--- src/logic/fws_pkg.sv ---
// Constants for the flash status polling controller.
// Assumes a 200 MHz system clock and a flash with 16-bit asynchronous data.
package fws_pkg;
  // ----------------------------------------------------------------
  // Status bit positions on the data bus
  // ----------------------------------------------------------------
  localparam int unsigned POLL_BIT   = 7;
  localparam int unsigned TOGGLE1    = 6;
  localparam int unsigned TLIMIT_BIT = 5;
  localparam int unsigned EWIN_BIT   = 3;
  localparam int unsigned TOGGLE2    = 2;

  // ----------------------------------------------------------------
  // Bus widths and timing
  // ----------------------------------------------------------------
  localparam int unsigned DATA_W     = 16;
  localparam int unsigned ADDR_W     = 23;
  localparam int unsigned CLK_PS     = 5000;
  localparam int unsigned T_ACC_PS   = 70000;
  localparam int unsigned ACC_CYC    = (T_ACC_PS + CLK_PS - 1) / CLK_PS;
  localparam int unsigned GAP_CYC    = 2;
  localparam int unsigned CNT_W      = 6;

  // ----------------------------------------------------------------
  // Command words
  // ----------------------------------------------------------------
  localparam logic [15:0] CMD_RESET  = 16'h00f0;

  // ----------------------------------------------------------------
  // Result codes
  // ----------------------------------------------------------------
  localparam logic [1:0] RES_OK      = 2'h0;
  localparam logic [1:0] RES_FAIL    = 2'h1;
  localparam logic [1:0] RES_WIN_SET = 2'h2;

  typedef enum logic [5:0] {
    ST_IDLE  = 6'b000001,
    ST_READ  = 6'b000010,
    ST_EVAL  = 6'b000100,
    ST_RESET = 6'b001000,
    ST_DONE  = 6'b010000,
    ST_WIN   = 6'b100000
  } fws_state_t;
endpackage

--- src/logic/fws_bus_cycle.sv ---
// One asynchronous flash bus cycle: read or write, framed by chip select.
// Assumes the flash samples on the strobe's rising edge and data settles in ACC_CYC.
`timescale 1ns/100ps
module fws_bus_cycle #(
  parameter int unsigned HOLD = fws_pkg::ACC_CYC
) (
  // Clock and reset
  input  wire logic                        clk_sys,
  input  wire logic                        sys_rst,
  // Request
  input  wire logic                        go,
  input  wire logic                        wr,
  input  wire logic [fws_pkg::ADDR_W-1:0]  addr,
  input  wire logic [fws_pkg::DATA_W-1:0]  wdata,
  output      logic                        done,
  output      logic [fws_pkg::DATA_W-1:0]  rdata,
  // Flash pins
  output      logic [fws_pkg::ADDR_W-1:0]  fl_addr,
  output      logic                        chip_select_one_n,
  output      logic                        fl_oe_n,
  output      logic                        fl_we_n,
  output      logic [fws_pkg::DATA_W-1:0]  fl_dq_o,
  output      logic                        fl_dq_oe,
  input  wire logic [fws_pkg::DATA_W-1:0]  fl_dq_i
);
  logic [fws_pkg::CNT_W-1:0] cnt_r;
  logic                      busy_r;
  logic                      wr_r;
  wire                       last = (cnt_r == fws_pkg::CNT_W'(HOLD - 1));

  // The strobe is released after one cycle, HOLD-1 cycles before chip select rises.
  assign done     = busy_r && last;
  assign fl_dq_oe = busy_r && wr_r;

  always_ff @(posedge clk_sys or posedge sys_rst) begin
    if (sys_rst) begin
      busy_r <= 1'b0;
      cnt_r  <= '0;
      wr_r   <= 1'b0;
    end else if (go && !busy_r) begin
      busy_r <= 1'b1;
      cnt_r  <= '0;
      wr_r   <= wr;
    end else if (busy_r) begin
      busy_r <= !last;
      cnt_r  <= cnt_r + 1'b1;
    end
  end

  always_ff @(posedge clk_sys or posedge sys_rst) begin
    if (sys_rst) begin
      fl_addr           <= '0;
      fl_dq_o           <= '0;
      chip_select_one_n <= 1'b1;
      fl_oe_n           <= 1'b1;
      fl_we_n           <= 1'b1;
      rdata             <= '0;
    end else if (go && !busy_r) begin
      fl_addr           <= addr;
      fl_dq_o           <= wdata;
      chip_select_one_n <= 1'b0;
      fl_oe_n           <= wr;
      fl_we_n           <= !wr;
    end else if (busy_r) begin
      fl_oe_n           <= 1'b1;
      fl_we_n           <= 1'b1;
      chip_select_one_n <= last;
      if (last && !wr_r) begin
        rdata <= fl_dq_i;
      end
    end
  end
endmodule

--- src/logic/fws_status_poller.sv ---
// Host-side poller for the flash embedded-algorithm status bits.
// Assumes the user has already written the program or erase command; this block
// reads status, judges completion and failure, and issues the reset command.
//
// Overview of operation
// - Host writes reset command after failure
// - Confirm acceptance before reading window flag; win_check judges the flag from one read, no toggle check
// - Check window flag around added sector commands
// - Host presents a valid status address
`timescale 1ns/100ps
module fws_status_poller (
  // Clock and reset
  input  wire logic                        clk_sys,
  input  wire logic                        sys_rst,
  // User orders
  input  wire logic                        start,
  input  wire logic                        win_check,
  input  wire logic [fws_pkg::ADDR_W-1:0]  status_addr,
  output      logic                        busy,
  output      logic                        done,
  output      logic [1:0]                  result,
  output      logic                        window_open,
  // Flash pins
  output      logic [fws_pkg::ADDR_W-1:0]  fl_addr,
  output      logic                        chip_select_one_n,
  output      logic                        fl_oe_n,
  output      logic                        fl_we_n,
  output      logic [fws_pkg::DATA_W-1:0]  fl_dq_o,
  output      logic                        fl_dq_oe,
  input  wire logic [fws_pkg::DATA_W-1:0]  fl_dq_i,
  input  wire logic                        ready_busy_output
);
  fws_pkg::fws_state_t state_r, state_nxt;
  logic [fws_pkg::ADDR_W-1:0] addr_r;
  logic [fws_pkg::DATA_W-1:0] prev_r;
  logic                       have_prev_r;
  logic                       fail_seen_r;
  logic                       win_mode_r;
  logic [1:0]                 result_r;
  logic                       window_r;
  logic [2:0]                 rb_sync_r;
  logic                       rb_r;
  logic                       cyc_done;
  logic [fws_pkg::DATA_W-1:0] cyc_data;

  // ----------------------------------------------------------------
  // Pin synchroniser for the ready/busy line
  // ----------------------------------------------------------------
  always_ff @(posedge clk_sys or posedge sys_rst) begin
    if (sys_rst) begin
      rb_sync_r <= 3'h7;
      rb_r      <= 1'b1;
    end else begin
      rb_sync_r <= {rb_sync_r[1:0], ready_busy_output};
      if (rb_sync_r[1] == rb_sync_r[2]) begin
        rb_r <= rb_sync_r[2];
      end
    end
  end

  // ----------------------------------------------------------------
  // Decode of one status word against the previous one
  // ----------------------------------------------------------------
  wire toggling  = have_prev_r && (cyc_data[fws_pkg::TOGGLE1] != prev_r[fws_pkg::TOGGLE1]);
  wire tlimit    = cyc_data[fws_pkg::TLIMIT_BIT];
  wire win_flag  = cyc_data[fws_pkg::EWIN_BIT];
  wire is_start  = (state_r == fws_pkg::ST_IDLE) && (start || win_check);
  wire is_read   = (state_r == fws_pkg::ST_READ);
  wire is_reset  = (state_r == fws_pkg::ST_RESET);
  wire go_cyc    = is_read || is_reset;
  // A second failing read is needed: the toggle may stop just as the flag rises.
  wire judge_fail = toggling && tlimit && fail_seen_r;

  fws_bus_cycle u_cycle (
    .clk_sys           (clk_sys),
    .sys_rst           (sys_rst),
    .go                (go_cyc),
    .wr                (is_reset),
    .addr              (addr_r),
    .wdata             (fws_pkg::CMD_RESET),
    .done              (cyc_done),
    .rdata             (cyc_data),
    .fl_addr           (fl_addr),
    .chip_select_one_n (chip_select_one_n),
    .fl_oe_n           (fl_oe_n),
    .fl_we_n           (fl_we_n),
    .fl_dq_o           (fl_dq_o),
    .fl_dq_oe          (fl_dq_oe),
    .fl_dq_i           (fl_dq_i)
  );

  // rdata is taken on the edge ending the cycle; evaluation follows one cycle later.
  logic eval_r;
  always_ff @(posedge clk_sys or posedge sys_rst) begin
    if (sys_rst) begin
      eval_r <= 1'b0;
    end else begin
      eval_r <= cyc_done && is_read;
    end
  end

  // ----------------------------------------------------------------
  // Sequencer
  // ----------------------------------------------------------------
  always_comb begin
    state_nxt = state_r;
    case (state_r)
      fws_pkg::ST_IDLE: begin
        if (start || win_check) begin
          state_nxt = fws_pkg::ST_READ;
        end
      end
      fws_pkg::ST_READ: begin
        // One framed read per pass, so toggle state advances per cycle not per clock.
        if (cyc_done) begin
          state_nxt = fws_pkg::ST_EVAL;
        end
      end
      fws_pkg::ST_EVAL: begin
        if (!eval_r) begin
          state_nxt = fws_pkg::ST_EVAL;
        end else if (win_mode_r) begin
          state_nxt = fws_pkg::ST_WIN;
        end else if (!have_prev_r) begin
          state_nxt = fws_pkg::ST_READ;
        end else if (!toggling) begin
          state_nxt = fws_pkg::ST_DONE;
        end else if (judge_fail) begin
          state_nxt = fws_pkg::ST_RESET;
        end else begin
          state_nxt = fws_pkg::ST_READ;
        end
      end
      fws_pkg::ST_WIN: begin
        state_nxt = fws_pkg::ST_DONE;
      end
      fws_pkg::ST_RESET: begin
        if (cyc_done) begin
          state_nxt = fws_pkg::ST_DONE;
        end
      end
      fws_pkg::ST_DONE: begin
        state_nxt = fws_pkg::ST_IDLE;
      end
      default: begin
        state_nxt = fws_pkg::ST_IDLE;
      end
    endcase
  end

  always_ff @(posedge clk_sys or posedge sys_rst) begin
    if (sys_rst) begin
      state_r <= fws_pkg::ST_IDLE;
    end else begin
      state_r <= state_nxt;
    end
  end

  // The user supplies an address inside the busy bank and erased sector.
  always_ff @(posedge clk_sys or posedge sys_rst) begin
    if (sys_rst) begin
      addr_r      <= '0;
      win_mode_r  <= 1'b0;
      have_prev_r <= 1'b0;
      prev_r      <= '0;
      fail_seen_r <= 1'b0;
    end else if (is_start) begin
      addr_r      <= status_addr;
      win_mode_r  <= win_check && !start;
      have_prev_r <= 1'b0;
      fail_seen_r <= 1'b0;
    end else if (eval_r) begin
      prev_r      <= cyc_data;
      have_prev_r <= 1'b1;
      fail_seen_r <= toggling && tlimit;
    end
  end

  always_ff @(posedge clk_sys or posedge sys_rst) begin
    if (sys_rst) begin
      result_r <= fws_pkg::RES_OK;
      window_r <= 1'b0;
    end else if (state_r == fws_pkg::ST_WIN) begin
      // Window flag high means erase running and added sectors are refused.
      window_r <= !prev_r[fws_pkg::EWIN_BIT];
      result_r <= prev_r[fws_pkg::EWIN_BIT] ? fws_pkg::RES_WIN_SET : fws_pkg::RES_OK;
    end else if (eval_r && !win_mode_r && have_prev_r) begin
      result_r <= judge_fail ? fws_pkg::RES_FAIL : fws_pkg::RES_OK;
    end
  end

  assign busy        = (state_r != fws_pkg::ST_IDLE) || !rb_r;
  assign done        = (state_r == fws_pkg::ST_DONE);
  assign result      = result_r;
  assign window_open = window_r;

  // ----------------------------------------------------------------
  // Checks
  // ----------------------------------------------------------------
  property p_fail_resets;
    @(posedge clk_sys) disable iff (sys_rst)
      (state_r == fws_pkg::ST_EVAL && eval_r && judge_fail) |=> is_reset;
  endproperty
  a_fail_resets: assert property (p_fail_resets) else $error("failure not followed by reset");

  property p_reset_writes;
    @(posedge clk_sys) disable iff (sys_rst)
      $rose(is_reset) |-> ##1 (!fl_we_n && fl_dq_oe && fl_dq_o == fws_pkg::CMD_RESET);
  endproperty
  a_reset_writes: assert property (p_reset_writes) else $error("reset command not driven");

  property p_read_framed;
    @(posedge clk_sys) disable iff (sys_rst)
      !fl_oe_n |-> !chip_select_one_n && !fl_dq_oe;
  endproperty
  a_read_framed: assert property (p_read_framed) else $error("read strobe outside frame");

  property p_addr_held;
    @(posedge clk_sys) disable iff (sys_rst)
      (!chip_select_one_n && state_r != fws_pkg::ST_IDLE) |-> fl_addr == addr_r;
  endproperty
  a_addr_held: assert property (p_addr_held) else $error("status address not held");

  property p_done_pulse;
    @(posedge clk_sys) disable iff (sys_rst)
      done |=> !done;
  endproperty
  a_done_pulse: assert property (p_done_pulse) else $error("done longer than one cycle");

  property p_win_result;
    @(posedge clk_sys) disable iff (sys_rst)
      (state_r == fws_pkg::ST_WIN && prev_r[fws_pkg::EWIN_BIT]) |=> result == fws_pkg::RES_WIN_SET && !window_open;
  endproperty
  a_win_result: assert property (p_win_result) else $error("window flag result wrong");

  property p_stop_done;
    @(posedge clk_sys) disable iff (sys_rst)
      (eval_r && !win_mode_r && have_prev_r && !toggling) |=> done && result == fws_pkg::RES_OK;
  endproperty
  a_stop_done: assert property (p_stop_done) else $error("stopped toggle not reported done");

  property p_cycle_len;
    @(posedge clk_sys) disable iff (sys_rst)
      $fell(chip_select_one_n) |-> !chip_select_one_n [*8] ##1 !chip_select_one_n;
  endproperty
  a_cycle_len: assert property (p_cycle_len) else $error("bus cycle too short");
endmodule

--- config.mk ---
export PLATFORM = sky130hd
export DESIGN_NAME = fws_status_poller
export DESIGN_NICKNAME = d
export VERILOG_FILES = /design/src/logic/fws_pkg.sv /design/src/logic/fws_bus_cycle.sv /design/src/logic/fws_status_poller.sv
export SDC_FILE = /design/constraint.sdc
export NUM_CORES = 1
export LEC_CHECK = 0
export BUFFER_PORTS_ARGS = -buffer_cell sky130_fd_sc_hd__buf_2
export CAP_MARGIN = 10
export CORE_MARGIN = 5
export CORE_UTILIZATION = 35
export CTS_BUF_LIST = sky130_fd_sc_hd__clkbuf_4
export CTS_CLUSTER_SIZE = 14
export DETAILED_ROUTE_END_ITERATION = 6
export GPL_TIMING_DRIVEN = 0
export PLACE_DENSITY = 0.67
export SKIP_CTS_REPAIR_TIMING = 1
export SYNTH_ARGS = -nofsm -noshare
export SYNTH_HDL_FRONTEND = slang
export SYNTH_SLANG_ARGS = --single-unit
--- constraint.sdc ---
create_clock -name clk_sys -period 6.6 [get_ports clk_sys]
set_input_delay 0.99 -clock clk_sys [delete_from_list [all_inputs] [get_ports clk_sys]]
set_output_delay 0.99 -clock clk_sys [all_outputs]
set_load 0.005 [all_outputs]
After elaboration in Yosys (flattened, before gate mapping):

Index checks and enable logic that the tools add are counted.

* bits in registers: 89
* latch bits: 0
* RAM bits: 0
* ROM bits: 0
* bits of input ports: 44
* logic and storage cells: 91
* memories: 0

* add/sub/neg operators: 1
* multiply operators: 0
* divide/modulo/power cells: 0
* order comparisons: 0
* equal/unequal tests: 13
* shift operators: 0
* mux-type cells: 26
* bitwise operators: 2
* reductions and logical operators: 29

Operator list (count)
* $mux 6: 7
* $pmux 6 s5: 1
* $eq 6x4->1 const B: 2
* $logic_and 1x1->1: 12
* $mux 1: 12
* $mux 5: 2
* $logic_not 1->1: 8
* $add 6x1->6 const B: 1
* $eq 6x1->1 const B: 1
* $eq 6x2->1 const B: 1
* $eq 6x3->1 const B: 1
* $eq 6x5->1 const B: 1
* $eq 6x6->1 const B: 1
* $mux 2: 3
* $ne 6x1->1 const B: 1
* $reduce_and 3->1: 2
* $reduce_bool 2->1: 3
* $mux 4: 1
* $ne 2x2->1 const B: 2
* $logic_or 1x1->1: 3
* $ne 2x1->1 const B: 1
* $not 1->1: 2
* $reduce_and 2->1: 1
* $eq 1x1->1: 1
* $ne 1x1->1: 1

Depth between registers and ports, before layout:

* word-level depth: 10
* depth in mapped cells: 6
* depth with buffers taken out: 6

By module:

From an unflattened synthesis, not the netlist that was laid out.

* cells, all modules: 298
* area total of the unflattened synthesis: 4416.7 um^2

By module, submodules not included
* fws_bus_cycle: instances 1, cells an instance 162, area an instance 2610.0 um^2, seq. area each 1655.3 um^2
* fws_status_poller: instances 1, cells an instance 136, area an instance 1806.7 um^2, seq. area each 1057.3 um^2

Worst setup path before layout:

OpenSTA, ideal clock, no wires.

* path type: flip-flop to output port
* start point: register state_r[2]
* end point: output busy
* arrival: 1.135 ns
* data required time: 5.610 ns
* slack: 4.475 ns
* cell stages (with the launch flop): 5
* buffers on the path: 1
* cell sequence: dfrtp_1 > nor4_2 > and3b_1 > buf_2 > nand2_1

* cells in the longest elaborated chain, start to end: 2

Ends and longest elaborated chain
* start: declaration: RTL line fws_status_poller.sv:33 `fws_pkg::fws_state_t state_r, state_nxt;`
* start signal: assignment: RTL line fws_status_poller.sv:153 `state_r <= fws_pkg::ST_IDLE;`
* start signal: assignment: RTL line fws_status_poller.sv:155 `state_r <= state_nxt;`
* $ne 6x1->1: RTL line fws_status_poller.sv:192 `assign busy = (state_r != fws_pkg::ST_IDLE) || !rb_r;`
* $logic_or 1x1->1: RTL line fws_status_poller.sv:192
* end: declaration: RTL line fws_status_poller.sv:19 `output logic busy,`

No other way between the ends.

Final worst setup path:

Same ends and word-level chain as after synthesis.

==> impl_results.md <==
* Status: complete, no violations
* Drt drc at 0
* Layout net count at 390
* Post-Synthesis Cells at around 260
* Worst skew pair latency at between 0.4 and 0.5 ns
* Clk pin slew, worst setup/hold paths at 0.14 ns
* Critical path buffer and inverter count at 2
* Mux share of post-synthesis cell area at between 10% and 20%
* Largest family of logic cells by synthesized area: multiplexers
* CTS Buf Count at 9
* Dominant cell type by area after synthesis: dfrtp_1
* Core area at between 9000 and 10000 sq um
* Adder-cell share of the synthesized area at 0.989%
* DR vias/cell at 4.56
* PwrDens at 409 nW/um^2
* Routed WL per cell at about 14 um
* Max VDD drop at around 0.21 mV
* Fmax at around 350 MHz
* Initial Util at 36.1%
* Register bit count reported by yosys at 80
* Number of max-cap violations at 0
* Cell area after synthesis at about 3500 sq um
* Most common cell after layout, fill and taps aside: dfrtp_1
* First-pass GRT wire length at between 10 and 15 mm
* PortBufs at 66
* Endpoints failing setup at 0
* Delay of the slowest critical-path stage at approximately 0.47 ns
* Min-Delay Path Class: flop to flop
* Maximum number of pins on one net before global-route repair at 44
* Simple-gate share of the synthesized area at approximately 11%
* Diodes inserted at 0
* RePlAce Congestion at ~0.73
* Ys flop type: dfrtp_1
* Crit Path Max Fanout at 6
* Antenna violations before repair at 0
* Clock Path Buffers at 2
* CTS tree: built
* Cell family with most CP delay: simple AND/OR/NAND/NOR gates
* Pins Over Slew Limit at 0
* Fraction of layout cells with a size suffix above 1 at between 40 and 50%
* Register area share after synthesis at a little under three fifths
* GRT overflow at 0
* Crit path DAT at 1.86 ns
* Slew headroom at between 60% and 70%
* Die height at about 110 um
* YS warnings at 0
* CP max-delay cell: dfrtp_1
* Hold Vio Cnt, Final at 0
* Via count at approximately 2.2k
* Setup TNS Final at 0 ns
* Crit start category: flop
* Synth Area in XOR/XNOR at less than 1%
* Root Buffer: clkbuf_4
* Least-Margin Pin Slew at roughly 0.50 ns
* Drt initial violations at 43
* Fin area at roughly 4300 sq um
* Drt first pass iters at 4
* Syn avg cell area at 13.9 sq um
* Number of synthesized flops with an enable pin at 0
* Pleak at about 2.1 nW
* Die area at 12200 sq um
* Area share of the largest cell type after synthesis at 50.9%
* Placed cell area at 4100 sq um
* Vias in the first global route at about 2.3k
* # IOs at 92
* # H-tree levels at 3
* CP Class: flop to output port
* Unrepaired setup endpoints after global routing: false
* Post-synthesis async set-or-reset flop share at 100%
* Detail Route Antenna Nets at 0
* Clk_skew at 0.0181 ns
* FP Rows at 36
* Die span in x at between 100 and 150 um
* Clk sinks at 80
* Critical Path, Cell by Cell: nor4_2 -> and3b_1 -> buf_2 -> nand2_1 -> buf_2
* Complex-gate fraction of the synthesized area at roughly 4.2%
* Syn-to-layout area delta at 20.1%
* Required time worst endpoint at 5.61 ns
* Tot GR Track Use at a little under an eighth
* DRT Wirelength at 6.87 mm
* Critical path's most frequent cell: buf_2
* Distinct cell type count of the synthesized netlist at 48
* Dpl hpwl at between 4 and 5 mm
* Fin crit period at roughly 2.8 ns
* Final period util at between 40% and 50%
* Most frequent cells in the layout: 72 x dfrtp_1, 67 x buf_2, 20 x mux2_4
* Kind of end point of the critical path: output port
* Synth area leaders: dfrtp_1 51%, mux2_4 8.5%, dfstp_2 5.9%
==> area by class of cell <==
cell class | instances | area [sq um]
Timing Repair Buffer | 67 | 350
Buffer | 24 | 206
Tap cell | 133 | 166
Multi-Input combinational cell | 156 | 1340
Inverter | 6 | 25.0
Fill cell | 964 | 5570
Sequential cell | 80 | 2010
Clock buffer | 9 | 67.6
Clock inverter | 7 | 85.1
==> registers in the layout, indices dropped and copies added (netlist names) <==
signal / flops
addr_r: 23
have_prev_r: 1
u_cycle.fl_addr: 23
rb_r: 1
window_open: 1
u_cycle.wr_r: 1
u_cycle.busy_r: 1
rb_sync_r: 3
win_mode_r: 1
prev_r: 2
fail_seen_r: 1
u_cycle.rdata: 3
u_cycle.cnt_r: 6
u_cycle.fl_oe_n: 1
u_cycle.fl_we_n: 1
u_cycle.fl_dq_o: 1
result: 2
u_cycle.chip_select_one_n: 1
eval_r: 1
state_r: 6
==> synthesized netlist by cell type, types with 2 or more instances <==
cell      instances
mux2i_1           3
buf_6             3
mux2_1           18
buf_12            2
inv_1             6
a31oi_1           2
nand4_1           4
mux2_4           20
a21oi_1           7
dfrtp_1          72
clkbuf_1          2
and3_1            3
dfstp_2           8
mux2_2           13
ha_1              2
nand2_1          15
nor4_4            2
buf_4            16
xor2_1            2
nor2b_1           2
and2_1            3
and3b_1           3
o21ai_0           8
nor2_1           10
o22ai_1           2
nand3b_1          3
nand3_1           3
==> path summary, 6_finish.rpt <==
check	from	end	slack, ns	cells after the start
setup / recovery	state_r[2]	busy	3.75	5
hold / removal	rb_sync_r[0]	rb_sync_r[1]	0.37	0
setup reg to reg	state_r[2]	u_cycle.fl_addr[5]	4.73	5
hold reg to reg	rb_sync_r[0]	rb_sync_r[1]	0.37	0
max in group asynchronous	sys_rst	prev_r[3]	5.43	3
min in group asynchronous	sys_rst	addr_r[6]	0.56	2
==> metrics by stage <==
stage               utilization (%)  power, mW  cells  worst slack, ns  hold slack (ns)
global route                   43.3       1.86    482             3.58            0.372
floorplan                         -       1.25    266             3.57            0.345
detailed placement             41.8       1.45    466             4.19            0.351
finish                         43.3       1.74    482             3.75            0.371
global placement               41.5       1.42    465             2.67            0.346
CTS                            43.3       1.77    482             3.70            0.371
==> cells by family after synthesis <==
logic type,count (synthesis)
other,1
muxes,54
buffers and inverters,30
and+or+nand+nor,61
xor gates and xnor gates,3
AOI/OAI and AO/OA,23
DFF,80
adders and majority gates,3
==> power by group <==
group          total [mW]  internal [mW]  switching (mW)
clock               0.313          0.124           0.189
sequential          0.796          0.678           0.118
combinational       0.630          0.374           0.256
total                1.74           1.18           0.563
==> metal layers <==
layer | vias up | routed length, um | global-route usage, %
li1 | 1048 | - | -
met2 | 52 | 3330 | 18.4
met3 | 11 | 412 | 3.99
met4 | 0 | 98 | 3.69
met5 | - | 0 | 0
met1 | 1086 | 3020 | 14.6
Power figures use the tool's default switching activity.
